**config.mk**
```make
export PLATFORM = sky130hd
export DESIGN_NAME = dual_port_parallel_io_adapter
export DESIGN_NICKNAME = d
export VERILOG_FILES = /design/src/hw/adp_pkg.sv /design/src/hw/side_ctl.sv /design/src/hw/dual_port_parallel_io_adapter.sv
export VERILOG_INCLUDE_DIRS = /design/src /design/src/hw
export SDC_FILE = /design/constraint.sdc
export NUM_CORES = 1
export LEC_CHECK = 0
export BUFFER_PORTS_ARGS = -buffer_cell sky130_fd_sc_hd__buf_4
export CAP_MARGIN = 40
export CORE_UTILIZATION = 35
export CTS_CLUSTER_DIAMETER = 200
export DETAILED_ROUTE_END_ITERATION = 8
export PLACE_DENSITY_LB_ADDON = 0.12
export SLEW_MARGIN = 25
export SYNTH_ARGS = -nofsm -noshare
export SYNTH_HDL_FRONTEND = slang
export SYNTH_SLANG_ARGS = --single-unit
```
**constraint.sdc**
```tcl
create_clock -name sys_clk_i -period 3.14 [get_ports sys_clk_i]
set_input_delay 0.157 -clock sys_clk_i [delete_from_list [all_inputs] [get_ports sys_clk_i]]
set_output_delay 0.157 -clock sys_clk_i [all_outputs]
set_load 0.02 [all_outputs]
```
**src/hw/adp_map.svh**
```systemverilog
// Bit positions, reset values and widths of the adapter registers
`ifndef ADP_MAP_SVH
`define ADP_MAP_SVH

// Control register bit positions
`define ADP_CR_FLAG_FIRST   7
`define ADP_CR_FLAG_SECOND  6
`define ADP_CR_SEC_MODE     5
`define ADP_CR_SEC_EDGE     4
`define ADP_CR_SEC_ENABLE   3
`define ADP_CR_ACCESS       2
`define ADP_CR_FIRST_EDGE   1
`define ADP_CR_FIRST_ENABLE 0

// Writable part of a control register
`define ADP_CR_WR_HI        5
`define ADP_CR_WR_LO        0

// Reset values
`define ADP_REG_RST         8'h00
`define ADP_CFG_RST         6'h00
`define ADP_SYNC_RST        3'h0

// Width of a register and of a port side
`define ADP_REG_W           8

`endif

```
**src/hw/adp_pkg.sv**
```systemverilog
// Types shared by the adapter design files
`default_nettype none
package adp_pkg;

  // Bus cycle tracking against the bus clock level
  typedef enum logic [0:0] {
    ST_IDLE = 1'b0,
    ST_HIGH = 1'b1
  } bus_state_t;

  // Register select codes: high select line, low select line
  typedef enum logic [1:0] {
    SEL_A_DATA = 2'b00,
    SEL_A_CTL  = 2'b01,
    SEL_B_DATA = 2'b10,
    SEL_B_CTL  = 2'b11
  } reg_sel_t;

endpackage
`default_nettype wire

```
**src/hw/side_ctl.sv**
```systemverilog
// One side: control register, interrupt flags, edge detect, control line
`timescale 1ns/100ps
`default_nettype none
`include "adp_map.svh"
module side_ctl (
  // Clock and reset
  input  wire logic       clk_i,
  input  wire logic       rst_i,
  // Register access
  input  wire logic       ctl_wr_i,
  input  wire logic [7:0] ctl_data_i,
  input  wire logic       flag_clr_i,
  output logic      [7:0] ctl_reg_o,
  // Control lines
  input  wire logic       ctl_first_i,
  input  wire logic       ctl_second_i,
  output logic            ctl_second_o,
  output logic            ctl_second_oe_o,
  // Interrupt pull-down
  output logic            irq_oe_o
);

  logic [5:0] cfg_ff;
  logic [5:0] nxt_cfg;
  logic       flag_first_ff;
  logic       nxt_flag_first;
  logic       flag_second_ff;
  logic       nxt_flag_second;
  logic [2:0] first_sync_ff;
  logic [2:0] nxt_first_sync;
  logic [2:0] second_sync_ff;
  logic [2:0] nxt_second_sync;
  logic       first_act;
  logic       second_act;

  ////////////////////////////////////////////////////////////////////////
  // Edge detection after a two-stage synchroniser
  always_comb begin
    nxt_first_sync  = {first_sync_ff[1:0], ctl_first_i};
    nxt_second_sync = {second_sync_ff[1:0], ctl_second_i};
    // Polarity bit picks rising (1) or falling (0) as active
    first_act = cfg_ff[`ADP_CR_FIRST_EDGE] ?
                (first_sync_ff[1] & ~first_sync_ff[2]) :
                (~first_sync_ff[1] & first_sync_ff[2]);
    // Second line only raises its flag while it is an input
    second_act = ~cfg_ff[`ADP_CR_SEC_MODE] &
                 (cfg_ff[`ADP_CR_SEC_EDGE] ?
                  (second_sync_ff[1] & ~second_sync_ff[2]) :
                  (~second_sync_ff[1] & second_sync_ff[2]));
    // Set beats clear so an edge during a port read is not lost
    nxt_flag_first  = first_act | (flag_first_ff & ~flag_clr_i);
    nxt_flag_second = second_act | (flag_second_ff & ~flag_clr_i);
    nxt_cfg = ctl_wr_i ? ctl_data_i[`ADP_CR_WR_HI:`ADP_CR_WR_LO] :
              cfg_ff;
  end

  always_ff @(posedge clk_i) begin
    if (rst_i) begin
      cfg_ff         <= `ADP_CFG_RST;
      flag_first_ff  <= 1'b0;
      flag_second_ff <= 1'b0;
      first_sync_ff  <= `ADP_SYNC_RST;
      second_sync_ff <= `ADP_SYNC_RST;
    end else begin
      cfg_ff         <= nxt_cfg;
      flag_first_ff  <= nxt_flag_first;
      flag_second_ff <= nxt_flag_second;
      first_sync_ff  <= nxt_first_sync;
      second_sync_ff <= nxt_second_sync;
    end
  end

  ////////////////////////////////////////////////////////////////////////
  // Outputs
  assign ctl_reg_o = {flag_first_ff, flag_second_ff, cfg_ff};
  // Handshake modes are not built; output mode drives the enable bit level
  assign ctl_second_oe_o = cfg_ff[`ADP_CR_SEC_MODE];
  assign ctl_second_o    = cfg_ff[`ADP_CR_SEC_ENABLE];
  assign irq_oe_o = (flag_first_ff & cfg_ff[`ADP_CR_FIRST_ENABLE]) |
                    (flag_second_ff & cfg_ff[`ADP_CR_SEC_ENABLE]);
endmodule
`default_nettype wire

```
**src/hw/dual_port_parallel_io_adapter.sv**
```systemverilog
// Dual-side parallel I/O adapter on a clocked 8-bit processor bus
//
// Behaviour
// - Low reset pin clears every register
// - Transfers timed by bus clock high phase
// - Direction high reads, low writes
// - Data lines driven only during selected read
// - Selected when two selects high, third low
// - One open-drain active-low request per side
// - Sides A and B fully independent
// - Write latched high phase, stored after fall
// - Control bits 7,6 flags; 5-3, 1-0 configure
// - Control bit 2 steers port-data address
// - Output lines follow output register bits
// - Status logic detects edges, drives second line
// - Control registers configure inputs and outputs
// - Bit 2 one: output register, zero: direction
// - Select codes 00,01,10,11 map A/B data/control
// - Port read clears that side's two flags
// - Control bits 0 and 3 gate interrupts
`timescale 1ns/100ps
`default_nettype none
`include "adp_map.svh"
module dual_port_parallel_io_adapter #(
  parameter int PORT_W = `ADP_REG_W
) (
  // Clock and reset
  input  wire logic              sys_clk_i,
  input  wire logic              reset_i,
  input  wire logic              reset_in_n_i,
  // Processor bus
  input  wire logic              bus_phase_i,
  input  wire logic              rd_wr_i,
  input  wire logic              select_hi_first_i,
  input  wire logic              select_hi_second_i,
  input  wire logic              select_lo_n_i,
  input  wire logic              reg_sel_low_i,
  input  wire logic              reg_sel_high_i,
  input  wire logic [PORT_W-1:0] host_data_lines_i,
  output logic      [PORT_W-1:0] host_data_lines_o,
  output logic                   host_data_lines_oe_o,
  // Interrupt requests, open drain
  output logic                   side_a_irq_n_o,
  output logic                   side_a_irq_n_oe_o,
  output logic                   side_b_irq_n_o,
  output logic                   side_b_irq_n_oe_o,
  // Side A lines
  input  wire logic [PORT_W-1:0] side_a_port_lines_i,
  output logic      [PORT_W-1:0] side_a_port_lines_o,
  output logic      [PORT_W-1:0] side_a_port_lines_oe_o,
  input  wire logic              side_a_ctl_first_i,
  input  wire logic              side_a_ctl_second_i,
  output logic                   side_a_ctl_second_o,
  output logic                   side_a_ctl_second_oe_o,
  // Side B lines
  input  wire logic [PORT_W-1:0] side_b_port_lines_i,
  output logic      [PORT_W-1:0] side_b_port_lines_o,
  output logic      [PORT_W-1:0] side_b_port_lines_oe_o,
  input  wire logic              side_b_ctl_first_i,
  input  wire logic              side_b_ctl_second_i,
  output logic                   side_b_ctl_second_o,
  output logic                   side_b_ctl_second_oe_o
);

  // Control register layout is fixed at one byte
  if (PORT_W != `ADP_REG_W) begin : g_width_check
    $error("PORT_W must equal the register width");
  end

  ////////////////////////////////////////////////////////////////////////
  // Declarations
  logic                          rst;
  logic                          sel_now;
  adp_pkg::reg_sel_t             rs_now;
  adp_pkg::bus_state_t           st_ff;
  adp_pkg::bus_state_t           nxt_st;
  logic                          lat_sel_ff;
  logic                          nxt_lat_sel;
  logic                          lat_rw_ff;
  logic                          nxt_lat_rw;
  adp_pkg::reg_sel_t             lat_rs_ff;
  adp_pkg::reg_sel_t             nxt_lat_rs;
  logic [PORT_W-1:0]             in_latch_ff;
  logic [PORT_W-1:0]             nxt_in_latch;
  logic [PORT_W-1:0]             rd_data_ff;
  logic [PORT_W-1:0]             nxt_rd_data;
  logic                          fall;
  logic                          wr_commit;
  logic                          rd_commit;
  logic [1:0][PORT_W-1:0]        ddr_ff;
  logic [1:0][PORT_W-1:0]        nxt_ddr;
  logic [1:0][PORT_W-1:0]        out_ff;
  logic [1:0][PORT_W-1:0]        nxt_out;
  logic [1:0][PORT_W-1:0]        pin_in;
  logic [1:0][PORT_W-1:0]        port_rd;
  logic [1:0][`ADP_REG_W-1:0]    cr;
  logic [1:0]                    ctl_wr;
  logic [1:0]                    data_wr;
  logic [1:0]                    flag_clr;
  logic [1:0]                    ctl_first;
  logic [1:0]                    ctl_second;
  logic [1:0]                    sec_o;
  logic [1:0]                    sec_oe;
  logic [1:0]                    irq_oe;

  // Either reset source clears the whole adapter
  assign rst = reset_i | ~reset_in_n_i;

  ////////////////////////////////////////////////////////////////////////
  // Bus cycle decode
  assign sel_now = select_hi_first_i & select_hi_second_i &
                   ~select_lo_n_i;
  assign rs_now = adp_pkg::reg_sel_t'({reg_sel_high_i, reg_sel_low_i});

  always_comb begin
    nxt_st       = st_ff;
    nxt_lat_sel  = lat_sel_ff;
    nxt_lat_rw   = lat_rw_ff;
    nxt_lat_rs   = lat_rs_ff;
    nxt_in_latch = in_latch_ff;
    unique case (st_ff)
      adp_pkg::ST_IDLE: begin
        if (bus_phase_i) begin
          nxt_st = adp_pkg::ST_HIGH;
        end
      end
      adp_pkg::ST_HIGH: begin
        if (!bus_phase_i) begin
          nxt_st = adp_pkg::ST_IDLE;
        end
      end
    endcase
    // Sample address and direction through the whole high phase
    if (bus_phase_i) begin
      nxt_lat_sel = sel_now;
      nxt_lat_rw  = rd_wr_i;
      nxt_lat_rs  = rs_now;
      if (sel_now && !rd_wr_i) begin
        nxt_in_latch = host_data_lines_i;
      end
    end
  end

  always_ff @(posedge sys_clk_i) begin
    if (rst) begin
      st_ff       <= adp_pkg::ST_IDLE;
      lat_sel_ff  <= 1'b0;
      lat_rw_ff   <= 1'b1;
      lat_rs_ff   <= adp_pkg::SEL_A_DATA;
      in_latch_ff <= `ADP_REG_RST;
    end else begin
      st_ff       <= nxt_st;
      lat_sel_ff  <= nxt_lat_sel;
      lat_rw_ff   <= nxt_lat_rw;
      lat_rs_ff   <= nxt_lat_rs;
      in_latch_ff <= nxt_in_latch;
    end
  end

  // Register effects wait for the falling edge so port lines move once
  assign fall      = (st_ff == adp_pkg::ST_HIGH) & ~bus_phase_i;
  assign wr_commit = fall & lat_sel_ff & ~lat_rw_ff;
  assign rd_commit = fall & lat_sel_ff & lat_rw_ff;

  ////////////////////////////////////////////////////////////////////////
  // Direction and output registers
  always_comb begin
    for (int s = 0; s < 2; s++) begin
      ctl_wr[s]   = wr_commit & (lat_rs_ff[1] == s[0]) &
                    lat_rs_ff[0];
      data_wr[s]  = wr_commit & (lat_rs_ff[1] == s[0]) &
                    ~lat_rs_ff[0];
      flag_clr[s] = rd_commit & (lat_rs_ff[1] == s[0]) & ~lat_rs_ff[0] &
                    cr[s][`ADP_CR_ACCESS];
      nxt_out[s] = (data_wr[s] && cr[s][`ADP_CR_ACCESS]) ?
                   in_latch_ff : out_ff[s];
      nxt_ddr[s] = (data_wr[s] && !cr[s][`ADP_CR_ACCESS]) ?
                   in_latch_ff : ddr_ff[s];
    end
  end

  always_ff @(posedge sys_clk_i) begin
    if (rst) begin
      ddr_ff <= '0;
      out_ff <= '0;
    end else begin
      ddr_ff <= nxt_ddr;
      out_ff <= nxt_out;
    end
  end

  ////////////////////////////////////////////////////////////////////////
  // Per-side status logic
  assign pin_in[0]     = side_a_port_lines_i;
  assign pin_in[1]     = side_b_port_lines_i;
  assign ctl_first[0]  = side_a_ctl_first_i;
  assign ctl_first[1]  = side_b_ctl_first_i;
  assign ctl_second[0] = side_a_ctl_second_i;
  assign ctl_second[1] = side_b_ctl_second_i;

  // Side A reads its pins; side B reads its own register on output lines
  assign port_rd[0] = pin_in[0];
  assign port_rd[1] = (ddr_ff[1] & out_ff[1]) | (~ddr_ff[1] & pin_in[1]);

  for (genvar g = 0; g < 2; g++) begin : g_side
    side_ctl u_side (
      .clk_i           (sys_clk_i),
      .rst_i           (rst),
      .ctl_wr_i        (ctl_wr[g]),
      .ctl_data_i      (in_latch_ff),
      .flag_clr_i      (flag_clr[g]),
      .ctl_reg_o       (cr[g]),
      .ctl_first_i     (ctl_first[g]),
      .ctl_second_i    (ctl_second[g]),
      .ctl_second_o    (sec_o[g]),
      .ctl_second_oe_o (sec_oe[g]),
      .irq_oe_o        (irq_oe[g])
    );
  end

  ////////////////////////////////////////////////////////////////////////
  // Read path
  always_comb begin
    nxt_rd_data = rd_data_ff;
    unique case (rs_now)
      adp_pkg::SEL_A_DATA: begin
        nxt_rd_data = cr[0][`ADP_CR_ACCESS] ? port_rd[0] : ddr_ff[0];
      end
      adp_pkg::SEL_A_CTL: begin
        nxt_rd_data = cr[0];
      end
      adp_pkg::SEL_B_DATA: begin
        nxt_rd_data = cr[1][`ADP_CR_ACCESS] ? port_rd[1] : ddr_ff[1];
      end
      adp_pkg::SEL_B_CTL: begin
        nxt_rd_data = cr[1];
      end
    endcase
  end

  always_ff @(posedge sys_clk_i) begin
    if (rst) begin
      rd_data_ff <= `ADP_REG_RST;
    end else begin
      rd_data_ff <= nxt_rd_data;
    end
  end

  // Read data trails the select by one clock; the high phase spans several
  assign host_data_lines_o    = rd_data_ff;
  assign host_data_lines_oe_o = sel_now & rd_wr_i & bus_phase_i;

  ////////////////////////////////////////////////////////////////////////
  // Pins
  assign side_a_port_lines_o    = out_ff[0];
  assign side_a_port_lines_oe_o = ddr_ff[0];
  assign side_b_port_lines_o    = out_ff[1];
  assign side_b_port_lines_oe_o = ddr_ff[1];
  assign side_a_ctl_second_o    = sec_o[0];
  assign side_a_ctl_second_oe_o = sec_oe[0];
  assign side_b_ctl_second_o    = sec_o[1];
  assign side_b_ctl_second_oe_o = sec_oe[1];
  // Open drain: only ever pull low, so lines can be wired together
  assign side_a_irq_n_o    = 1'b0;
  assign side_a_irq_n_oe_o = irq_oe[0];
  assign side_b_irq_n_o    = 1'b0;
  assign side_b_irq_n_oe_o = irq_oe[1];
endmodule
`default_nettype wire

```
Word level (Yosys, flattened, before mapping) --
Index checks and enable logic that the tools add are counted.
Word-level totals: bits in read-only memories 0, logic and storage cells 108, bits in registers 81, memory bits (writable) 0, memories 0, bits in latches 0, input port bits 38, output and inout bits 49
Cells by class: bitwise operators 67, equality and inequality tests 3, multiply operators 0, shift operators 0, magnitude comparators 0, reduce and logical (&&, ||, !) cells 10, divide/modulo/power cells 0, add/subtract/negate cells 0, multiplexer cells 8
Operators by type and width (count):
- $and A1 B1 Y1 | 38
- $pmux W8 S4 | 1
- $not A1 Y1 | 18
- $and A8 B8 Y8 | 2
- $mux W8 | 2
- $not A8 Y8 | 1
- $or A8 B8 Y8 | 1
- $or A1 B1 Y1 | 7
- $logic_and A1 B1 Y1 | 5
- $mux W1 | 5
- $eq A2 B2 Y1 const B | 2
- $logic_not A1 Y1 | 3
- $eq A2 B1 Y1 const B | 1
- $logic_not A2 Y1 | 1
- $reduce_and A2 Y1 | 1

Longest topological paths before layout --
Gate-level depths: netlist (run 1).
word-level depth 10, mapped depth 5

By module --
A second synthesis (run 1) with hierarchy kept.
Second synthesis, totals: cells, all modules 373, area, all modules 3514.6 µm²
Modules (own cells, without submodules):
- dual_port_parallel_io_adapter | area each 2493.6 µm², times used 1, cells an instance 279
- side_ctl | area each 510.5 µm², times used 2, cells an instance 47

Least setup slack after synthesis (run 1) --
No wires, ideal clock.
path kind register to register, start register lat_rw_ff, end register ddr_ff, in the netlist side_b_port_lines_oe_o[0], stages on the path, launching flop included 6, slack 1754 ps, data arrival time 1264 ps, buffers on the path 2, data required time 3018 ps, period minus slack after synthesis 1386 ps, path through dfxtp_1 nand4bb_1 buf_2 or3_1 buf_6 mux2i_1
On the way: longest elaborated chain between the ends 5
Ends and longest elaborated chain:
- start: declaration | line dual_port_parallel_io_adapter.sv:79 | logic lat_rw_ff;
- start signal: assignment | line dual_port_parallel_io_adapter.sv:154 | lat_rw_ff <= nxt_lat_rw;
- $not A1 Y1 | line dual_port_parallel_io_adapter.sv:162 | assign wr_commit = fall & lat_sel_ff & ~lat_rw_ff;
- $and A1 B1 Y1 | line dual_port_parallel_io_adapter.sv:162
- $and A1 B1 Y1 (2 in a row) | line dual_port_parallel_io_adapter.sv:171 | data_wr[s] = wr_commit & (lat_rs_ff[1] == s[0]) &
- $logic_and A1 B1 Y1 | line dual_port_parallel_io_adapter.sv:177 | nxt_ddr[s] = (data_wr[s] && !cr[s][`ADP_CR_ACCESS]) ?
- end signal: assignment | line dual_port_parallel_io_adapter.sv:187 | ddr_ff <= nxt_ddr;
- end: declaration | line dual_port_parallel_io_adapter.sv:90 | logic [1:0][PORT_W-1:0] ddr_ff;
Every way passes these cells. A chain may end at the register's enable or synchronous reset.

Worst setup path in the final report (run 1) --
start register g_side[0].u_side.cfg_ff[2], end register out_ff, in the netlist side_a_port_lines_o[0]
On the way: longest elaborated chain between the ends 1
Ends and longest elaborated chain:
- start: declaration | line side_ctl.sv:23 | logic [5:0] cfg_ff;
- start signal: assignment | line side_ctl.sv:59 | cfg_ff <= `ADP_CFG_RST;
- start signal: assignment | line side_ctl.sv:65 | cfg_ff <= nxt_cfg;
- $logic_and A1 B1 Y1 | line dual_port_parallel_io_adapter.sv:175 | nxt_out[s] = (data_wr[s] && cr[s][`ADP_CR_ACCESS]) ?
- end signal: assignment | line dual_port_parallel_io_adapter.sv:188 | out_ff <= nxt_out;
- end: declaration | line dual_port_parallel_io_adapter.sv:92 | logic [1:0][PORT_W-1:0] out_ff;
Every way passes these cells.

==> results of run 1 <==
[how the worst max path moves through the flow]
stage	from	to	slack, ns	cells after the start
2_1_floorplan	lat_rw_ff$_SDFFE_PP1P_	side_b_port_lines_oe_o[0]$_SDFFE_PP0P_	1.75	5
3_3_place_gp	g_side[0].u_side.cfg_ff[2]$_SDFFE_PP0P_	side_a_port_lines_o[3]$_SDFFE_PP0P_	1.26	3
3_5_place_dp	g_side[0].u_side.cfg_ff[2]$_SDFFE_PP0P_	side_a_port_lines_o[0]$_SDFFE_PP0P_	1.16	3
4_1_cts	g_side[0].u_side.cfg_ff[2]$_SDFFE_PP0P_	side_a_port_lines_o[0]$_SDFFE_PP0P_	1.14	3
5_1_grt	g_side[1].u_side.cfg_ff[2]$_SDFFE_PP0P_	side_b_port_lines_o[5]$_SDFFE_PP0P_	1.00	3
6_report	g_side[0].u_side.cfg_ff[2]$_SDFFE_PP0P_	side_a_port_lines_o[0]$_SDFFE_PP0P_	1.15	3
[repair_timing]
action,4_1_cts,5_1_grt
hold buffers,1,0
setup buffers,0,0
hold endpoints to repair,1,0
[layout by cell type (no fill, tap or decap), types with 8 or more instances in the layout]
cell,instances
a21oi_1,28
and2_1,13
buf_4,86
clkbuf_8,10
dfxtp_1,81
inv_1,11
mux2i_1,36
nand2_1,47
nand2b_1,8
nand3_1,9
o211ai_1,16
o21ai_0,30
[sequential cells by signal, indices dropped and copies added, names as in the netlist, 6 cells and up]
register,count
g_side.u_side.first_sync_ff,6
host_data_lines_o,8
g_side.u_side.second_sync_ff,6
side_b_port_lines_oe_o,8
g_side.u_side.cfg_ff,12
in_latch_ff,8
side_b_port_lines_o,8
side_a_port_lines_oe_o,8
side_a_port_lines_o,8
[worst register-to-register path, delay by kind of cell (launching register included)]
| family | cells | cell delay, ns |
|---|---|---|
| DFF | 1 | 0.69 |
| AOI/OAI and AO/OA | 1 | 0.21 |
| and+or+nand+nor | 2 | 1.00 |
[power by group through the flow]
stage	sequential, mW	clock [mW]	combinational, mW
finish	1.04	0.657	0.107
CTS	1.04	0.677	0.107
detailed placement	1.06	0	0.105
global placement	1.06	0	0.105
floorplan	1.06	0	0.0498
global route	1.04	0.717	0.118
[logic make-up after synthesis]
kind of cell           count (synthesis)  synth area share (%)
buffers and inverters                 42                 5.458
multiplexers                          37                 11.03
AND/OR/NAND/NOR                      110                 17.38
flip-flops                            81                 48.12
other                                  1                0.1113
AO/OA/AOI/OAI                         96                 17.90
[layer usage]
metal / GRT usage (%) / vias to the layer above / part of all wire (%)
li1: - / 1427 / -
met4: 6.020 / 0 / 1.2
met2: 30.50 / 82 / 46
met1: 25.84 / 1316 / 47
met3: 3.482 / 10 / 5.5
met5: 0 / - / 0
[layout make-up]
cell class              instances  area, µm²  share of cell area, %
well taps                     129      161.4                  3.818
clock buffers                  11      141.4                  3.344
inverters                      11      41.29                 0.9766
multi-input cells             245       1575                  37.26
clock inverters                 4      20.02                 0.4735
flip-flops and latches         81       1622                  38.35
repair buffers                 88      666.9                  15.77
==> qor.yml, run 1 <==
outcome: "finished, final reports clean"
relSlewSlack_pct: 48.46
grt_pass1_vias: 2650
whs_ns: 0.01533
synth-main-ff-cell: "dfxtp_1"
max_clock_freq_mhz: 503.6
drv_cap: 0
tightest_slew_ns: 0.7715
track_usage_pct: 18.96
clk_pin_slew_worst_paths_ns: 0.08
synth_top_area_share_pct: 48.12
core_um2: 9284
async_reset_ff_share_pct: 0
avgSynthCellArea_um2: 9.181
row_count: 35
clock_sinks: 81
ff2ff_path_depth: 3
synth_area_leader_cell: "dfxtp_1"
required_ns: 3.39
hold_start: "side_a_ctl_first_i"
synth_warnings: 0
cp_cell_sequence: "or3b_1, or2_2, o21ai_0"
ys_seq_elements: 81
r2r_setup_slack_ns: 1.15
nets: 474
grt_antenna_before_repair: 0
finalCriticalPeriod_ns: 1.986
hp-class: "in2reg"
cts_tree: "yes"
dpl_cell_area_um2: 4045
p_clk_share_pct: 36.4
final_cells: 569
holdPathEnd: "g_side[0].u_side.first_sync_ff[0]$_SDFF_PP0_"
cts_resized: 0
comb_power_share_pct: 6.0
grt_overflow_total: 0
synth-edff-count: 0
crit_type: "reg2reg"
dieHeight_um: 100.1
wl_per_cell_um: 16.18
p_int_mw: 1.384
period_share_pct: 63.24
synth_area_um2: 3369
wl_um: 9204
dp_hpwl_um: 6575
drc_errors: 0
post-route-util_pct: 45.54
cts_max_level: 3
first_pass_iters: 4
clock-skew-final_ns: 0.008823
cp_slowest_stage_delay_ns: 0.69
final_area_um2: 4228
worstPathArrival_ns: 2.24
synthTopCellsByArea: "dfxtp_1, mux2i_1, nand2_1, o21ai_0, a21oi_1"
grt_pass1_wl_um: 14300
p_switching_uw: 418.9
peakVddDrop_v: 0.0001756
ant_nets: 0
setup.worst_path.end_class: "register"
critPathSlowestCell: "dfxtp_1"
initial_core_util_pct: 36.29
crit_path_start_kind: "register"
drt-initial-drc-count: 142
cts_root_buf: "clkbuf_8"
maxSlewViolCount: 0
tns_ns: 0
gp_congestion: 0.8268
p_total_mw: 1.802
die-width_um: 100.1
hold_path_depth: 2
cp_num_buf_inv: 0
cts_buffer_depth: 2
drive_above_1_share_pct: 24.09
ys_types: 41
synth_most_common_cell: "dfxtp_1"
p_sw_share_pct: 23.24
reg2reg_to: "side_a_port_lines_o[0]$_SDFFE_PP0P_"
p_per_area_nw_per_um2: 426.3
diodes: 0
cts_buffers: 9
hold_violations: 0
io_pins: 87
num-fill-cells: 937
synth_common_cells: "dfxtp_1, nand2_1, mux2i_1, o21ai_0, a21oi_1"
rsz0062_at_grt: "no"
clkLatencyLatePin_ns: 0.34
synth-seq-area-share_pct: 48.12
placed_cells: 552
finalWorstSetupSlack_ns: 1.154
grt_max_degree: 38
area_growth_pct: 25.47
p_seq_share_pct: 57.6
setup_violations: 0
fp.dieArea_um2: 10020
num_vias: 2835
r2r-start: "g_side[0].u_side.cfg_ff[2]$_SDFFE_PP0P_"
post-place-ws_ns: 1.156
cp_top_family: "simple AND/OR/NAND/NOR gates"
cp_max_fo: 13
port_buffers: 84
total_leakage_power_nw: 1.748
synthCells: 367
vias_per_cell: 4.982
No activity file was read; power rests on OpenSTA's default activity.
==> run 2: changes to the inputs <==
- clock period: 3.14 -> 1.7 ns (I/O delays scaled with it)
==> run 2 against run 1 <==
  * Worst hold slack got worse by 0.0021 ns
  * Combinational power grew 100%
  * Non-clock buffer count rose by 16
  * Register-to-register slack got worse by 1.0 ns
  * Sequential share of layout area down 1.7 points
==> qor.yml, run 2 (same netlist as run 1, synthesis figures left out) <==
num-fill-cells: 929  # -0.85%
startpoint: "lat_rw_ff$_SDFFE_PP1P_"
gp_congestion: 0.7925  # -4.1%
use_met3_pct: 4.039  # +0.56 points
cts_buffers: 9  # unchanged
tightest_slew_ns: 0.5998  # -0.1717 ns
post-place-ws_ns: 0.1301  # -1.026 ns
setup_violations: 0  # unchanged
core_um2: 9284  # unchanged
grt_overflow_total: 0  # unchanged
area_growth_pct: 31.15
cts_resized: 0  # unchanged
hp-class: "in2reg"
row_count: 35  # unchanged
final_area_um2: 4419  # +4.5%
post_cts_buffers: 0  # unchanged
required_ns: 1.92  # -1.47 ns
cts_buffer_depth: 2  # unchanged
drive_above_1_share_pct: 25.05  # +0.96 points
hold_start: "host_data_lines_i[1]"
die-width_um: 100.1  # unchanged
whs_ns: 0.01321  # -0.002121 ns
max_clock_freq_mhz: 634.9  # +26%
placed_cells: 561  # +1.6%
drt-initial-drc-count: 126  # -11%
finalCriticalPeriod_ns: 1.575  # -0.4105 ns
r2r-start: "lat_rw_ff$_SDFFE_PP1P_"
grtUsageMet2_pct: 31.67  # +1.2 points
crit_type: "reg2reg"
p_total_mw: 3.686  # +100%
multi_input_area_um2: 1575  # unchanged
cp_slowest_stage_delay_ns: 0.67  # -0.02 ns
diodes: 0  # unchanged
num_vias: 2942  # +3.8%
ant_nets: 0  # unchanged
peakVddDrop_v: 0.0005229  # +200%
p_per_area_nw_per_um2: 834.0  # +96%
first_pass_iters: 4  # unchanged
vias_per_cell: 5.038  # +1.1%
maxSlewViolCount: 0  # unchanged
cts_tree: "yes"
nets: 490  # +3.4%
critPathSlowestCell: "or4_1"
fp.dieArea_um2: 10020  # unchanged
largest_reg_flops: 12  # unchanged
clock_sinks: 81  # unchanged
setup.worst_path.end_class: "register"
period_share_pct: 92.65  # +29 points
layout_common_cells: "buf_4, dfxtp_1, nand2_1"
regMostFlops: "g_side.u_side.cfg_ff"
clkLatencyLatePin_ns: 0.35  # about the same
grt_pass1_wl_um: 14830  # +3.7%
clk_pin_slew_worst_paths_ns: 0.08  # about the same
dp_hpwl_um: 6817  # +3.7%
cp_cell_sequence: "nand4bb_1, or4_1, mux2i_1"
worstPathArrival_ns: 1.79  # -0.45 ns
cts_max_level: 3  # unchanged
grt_pass1_vias: 2779  # +4.9%
drv_cap: 0  # unchanged
dpl_cell_area_um2: 4113  # +1.7%
cts_hold_buf: 9  # +8
grt_antenna_before_repair: 0  # unchanged
drc_errors: 0  # unchanged
wl_um: 9487  # +3.1%
cp_max_fo: 8  # -5
dieHeight_um: 100.1  # unchanged
wl_per_cell_um: 16.24  # +0.43%
crit_path_start_kind: "register"
relSlewSlack_pct: 60.01  # +12 points
busiest_layer: "met2"
io_pins: 87  # unchanged
finalWorstSetupSlack_ns: 0.1249  # -1.029 ns
initial_core_util_pct: 36.29  # unchanged
port_buffers: 84  # unchanged
gr-usage-met1_pct: 26.52  # +0.69 points
rsz0062_at_grt: "no"
cts_root_buf: "clkbuf_8"
final_cells: 584  # +2.6%
track_usage_pct: 19.73  # +0.77 points
grt_max_degree: 32  # -16%
outcome: "finished, final reports clean"
final_common_cell: "buf_4"
total_leakage_power_nw: 1.841  # +5.3%
clock-skew-final_ns: 0.007511  # -0.001312 ns
tns_ns: 0  # unchanged
register_area_um2: 1622  # unchanged
hold_violations: 0  # unchanged
post-route-util_pct: 47.60  # +2.1 points
## run 2: cell types whose count changed in the layout (fill, tap and decap cells not counted), sizes merged
cell,previous run,this run
buf,87,95
dlygate4sd3,1,9
clkinv,4,1
bufinv,0,2
## run 2: power breakdown
part	leakage, nW	switching, mW	internal [mW]
Clock	0.111	0.662	0.889
Sequential	0.654	0.00716	1.91
Combinational	1.08	0.111	0.106
## run 2: worst max-delay path: cells and delay by family (launching register included)
kind             cells  cell delay [ns]
AND/OR/NAND/NOR      2             0.91
flip-flops           1             0.34
multiplexers         1             0.19
## run 2: cell type report
class,instances,area share (%)
sequential,81,36.69
clock buffer,11,3.426
clock inverter,3,1.472
inverter,11,0.9343
multi-input combinational,245,35.65
tap,129,3.652
timing repair buffer,104,18.18
## run 2: path summary, 6_finish.rpt
kind / end / slack [ns] / depth (start not counted)
setup / recovery: side_a_port_lines_oe_o[2]$_SDFFE_PP0P_ / 0.12 / 3
hold / removal: in_latch_ff[1]$_SDFFE_PP0P_ / 0.01 / 3
setup reg to reg: side_a_port_lines_oe_o[2]$_SDFFE_PP0P_ / 0.12 / 3
hold reg to reg: g_side[1].u_side.second_sync_ff[1]$_SDFF_PP0_ / 0.43 / 1
## run 2: routing by layer
| layer | vias up | share of wire [%] |
|---|---|---|
| met5 | - | 0 |
| met4 | 0 | 0.93 |
| met3 | 9 | 6.6 |
| met2 | 88 | 48 |
| met1 | 1383 | 44 |
| li1 | 1462 | - |
==> run 3: changes to the inputs <==
- ABC_AREA: default -> 1
==> run 3 against run 2 <==
  * Combinational power increased by 22%
  * Worst hold slack improved by 0.0035 ns
  * Critical path depth increased by 6
  * Synthesized cell count increased by 50%
  * Flip-flop and latch count unchanged
  * Maximum frequency increased by 1.1%
  * Critical path type is now in2reg
  * Largest cell class is now multi-input combinational cells
  * Highest routed layer unchanged
==> qor.yml, run 3 <==
synth_area_um2: 3770  # +12%
max_clock_freq_mhz: 642.1  # +1.1%
r2r_setup_slack_ns: 0.22  # +0.10 ns
cts_tree: "yes"
setup_violations: 0  # unchanged
synthSimpleGateAreaFrac_pct: 34.28  # +17 points
vias_per_cell: 4.716  # -6.4%
final_common_cell: "nand2_1"
hold_violations: 0  # unchanged
synth_xor_area_share_pct: 0  # unchanged
muxShareOfSynthArea_pct: 0  # -11 points
grt_max_degree: 38  # +19%
num-fill-cells: 1105  # +19%
cp_slowest_stage_delay_ns: 0.53  # -0.14 ns
fp.dieArea_um2: 11190  # +12%
grt_antenna_before_repair: 0  # unchanged
crit_type: "in2reg"
cts_max_level: 3  # unchanged
final_area_um2: 4856  # +9.9%
synth-seq-area-share_pct: 43.01  # -5.1 points
register_area_um2: 1622  # unchanged
synth_top_family_by_area: "simple AND/OR/NAND/NOR gates"
core_um2: 10370  # +12%
area_growth_pct: 28.81
multi_input_area_um2: 1630  # +3.5%
maxSlewViolCount: 0  # unchanged
cts_root_buf: "clkbuf_8"
synth_top_area_share_pct: 43.01  # -5.1 points
met2WireLength_um: 4600  # +0.86%
port_buffers: 84  # unchanged
synth-main-ff-cell: "dfxtp_1"
grt_pass1_wl_um: 17240  # +16%
gp_congestion: 0.7870  # -0.69%
diodes: 0  # unchanged
cp_cell_sequence: "dlygate4sd3_1, buf_4, inv_2, nand3_1, nor2_4, nand3_1, nand2_1, inv_1, nor2_1"
layout_common_cells: "nand2_1, buf_4, inv_1"
nets: 686  # +40%
track_usage_pct: 19.60  # -0.13 points
p_per_area_nw_per_um2: 760.5  # -8.8%
synth_warnings: 0  # unchanged
finalCriticalPeriod_ns: 1.557  # -0.01779 ns
grt_overflow_total: 0  # unchanged
required_ns: 2.00  # +0.08 ns
routed-wl-met3_um: 516  # -18%
synthAdderAreaFrac_pct: 0  # unchanged
setup.worst_path.end: "side_a_port_lines_oe_o[2]$_SDFFE_PP0P_"
dpl_cell_area_um2: 4532  # +10%
synthTopCellsByArea: "dfxtp_1, nand2_1, inv_1, nor2_1, a21oi_1"
drv_cap: 0  # unchanged
hp-class: "in2reg"
cp_max_fo: 8  # unchanged
clock_sinks: 81  # unchanged
cpMostUsedCell: "nand3_1"
placed_cells: 761  # +36%
ff2ff_path_depth: 4  # +1
final_cells: 789  # +35%
setup.worst_path.end_class: "register"
reg2reg_to: "g_side[1].u_side.flag_second_ff$_SDFF_PP0_"
wl_um: 10350  # +9.1%
num_vias: 3721  # +26%
avgSynthCellArea_um2: 6.829  # -26%
drt-initial-drc-count: 193  # +53%
synth_common_cells: "nand2_1, inv_1, dfxtp_1, nor2_1, a21oi_1"
row_count: 37  # +5.7%
period_share_pct: 91.61  # -1.0 points
r2r-start: "lat_rs_ff[0]$_SDFFE_PP0P_"
grt_pass1_vias: 3510  # +26%
cp_top_family: "simple AND/OR/NAND/NOR gates"
synth_area_leader_cell: "dfxtp_1"
synthCells: 552  # +50%
drive_above_1_share_pct: 19.45  # -5.6 points
cts_resized: 0  # unchanged
cts_buffer_depth: 2  # unchanged
worst-path-stages: 9  # +6
dieHeight_um: 105.8  # +5.7%
largest_reg_flops: 12  # unchanged
relSlewSlack_pct: 58.86  # -1.2 points
initial_core_util_pct: 36.35  # +0.060 points
ant_nets: 0  # unchanged
regMostFlops: "g_side.u_side.cfg_ff"
peakVddDrop_v: 0.0004865  # -7.0%
clkLatencyLatePin_ns: 0.36  # about the same
synth_compound_area_share_pct: 8.629  # -9.3 points
dp_hpwl_um: 7541  # +11%
top_layer_used: "met4"
io_pins: 87  # unchanged
startpoint: "bus_phase_i"
outcome: "finished, final reports clean"
ys_types: 24  # -41%
worstPathArrival_ns: 1.85  # +0.06 ns
die-width_um: 105.8  # +5.7%
tightest_slew_ns: 0.6162  # +0.01636 ns
crit_path_start_kind: "input pin"
drc_errors: 0  # unchanged
cp_num_buf_inv: 4  # +4
clk_pin_slew_worst_paths_ns: 0.10  # +0.02 ns
wl_met1_um: 4979  # +18%
ys_seq_elements: 81  # unchanged
wl_per_cell_um: 13.12  # -19%
critPathSlowestCell: "dlygate4sd3_1"
cts_buffers: 9  # unchanged
first_pass_iters: 5  # +1
rsz0062_at_grt: "yes"
synth-edff-count: 0  # unchanged
synth_most_common_cell: "nand2_1"
clock-skew-final_ns: 0.01704  # +0.009528 ns
async_reset_ff_share_pct: 0  # unchanged
total_leakage_power_nw: 2.026  # +10%
-- run 3: cell types whose count changed after synthesis, sizes merged, moves of 8 or more --
cell / previous run / this run
inv: 11 / 91
clkbuf: 19 / 7
nand4: 0 / 30
nand2b: 8 / 0
o21ai: 30 / 4
and2: 13 / 0
nor2: 5 / 75
nand3: 9 / 39
a21oi: 28 / 39
mux2i: 36 / 0
nor3: 0 / 9
nand2: 47 / 140
-- run 3: area by class of cell --
cell class / instances / area share [%]
multi-input combinational: 353 / 33.57
sequential: 81 / 33.39
tap: 136 / 3.504
inverter: 93 / 7.189
clock buffer: 9 / 2.551
clock inverter: 7 / 1.752
timing repair buffer: 110 / 18.04
-- run 3: cell families after synthesis --
kind of cell | after synthesis
DFF | 81
other | 1
AOI/OAI and AO/OA | 58
buffers and inverters | 119
and+or+nand+nor | 293
-- run 3: layer usage --
layer,global-route usage [%],vias to the layer above
met1,27.02,1656
met4,8.532,0
met5,0,-
met2,30.35,119
met3,2.783,21
li1,-,1925
-- run 3: worst min path at each step --
stage	start	end	slack (ns)	cells past startpoint
after floorplan	bus_phase_i	lat_rs_ff[1]$_SDFFE_PP0P_	0.17	1
after global placement	side_b_ctl_first_i	g_side[1].u_side.first_sync_ff[0]$_SDFF_PP0_	0.30	3
after detailed placement	side_a_ctl_first_i	g_side[0].u_side.first_sync_ff[0]$_SDFF_PP0_	0.31	3
after CTS	host_data_lines_i[5]	in_latch_ff[5]$_SDFFE_PP0P_	0.004	3
after global routing	host_data_lines_i[2]	in_latch_ff[2]$_SDFFE_PP0P_	0.009	3
final	host_data_lines_i[5]	in_latch_ff[5]$_SDFFE_PP0P_	0.02	3
-- run 3: repair_timing --
| item | 4_1_cts | 5_1_grt |
|---|---|---|
| hold buffers | 10 | 0 |
| endpoints found under the hold margin | 10 | 0 |
| setup endpoints to repair | 0 | 29 |
| setup buffers | 0 | 2 |
-- run 3: through the flow --
step           setup TNS (ns)  power [mW]  setup slack, ns  hold WS, ns  utilization (%)
6_report                    0       3.693           0.1427      0.01670            46.83
5_1_grt              -0.08702       3.826         -0.02868     0.008875            46.83
4_1_cts                     0       3.724          0.04728     0.003944            46.68
3_5_place_dp                0       2.214           0.2157       0.3058            43.70
3_3_place_gp                0       2.212           0.2595       0.3014            43.70
2_1_floorplan               0       2.086           0.4358       0.1744                -
-- run 3: report_power, final --
part / internal [mW] / switching, mW
registers: 1.91 / 0.00878
logic: 0.119 / 0.146
clock network: 0.711 / 0.798
-- run 3: worst min-delay path: cells and delay by family --
family	cells	cell delay [ns]
buffers and inverters	1	0.11
AO/OA/AOI/OAI	1	0.07
AND/OR/NAND/NOR	1	0.07
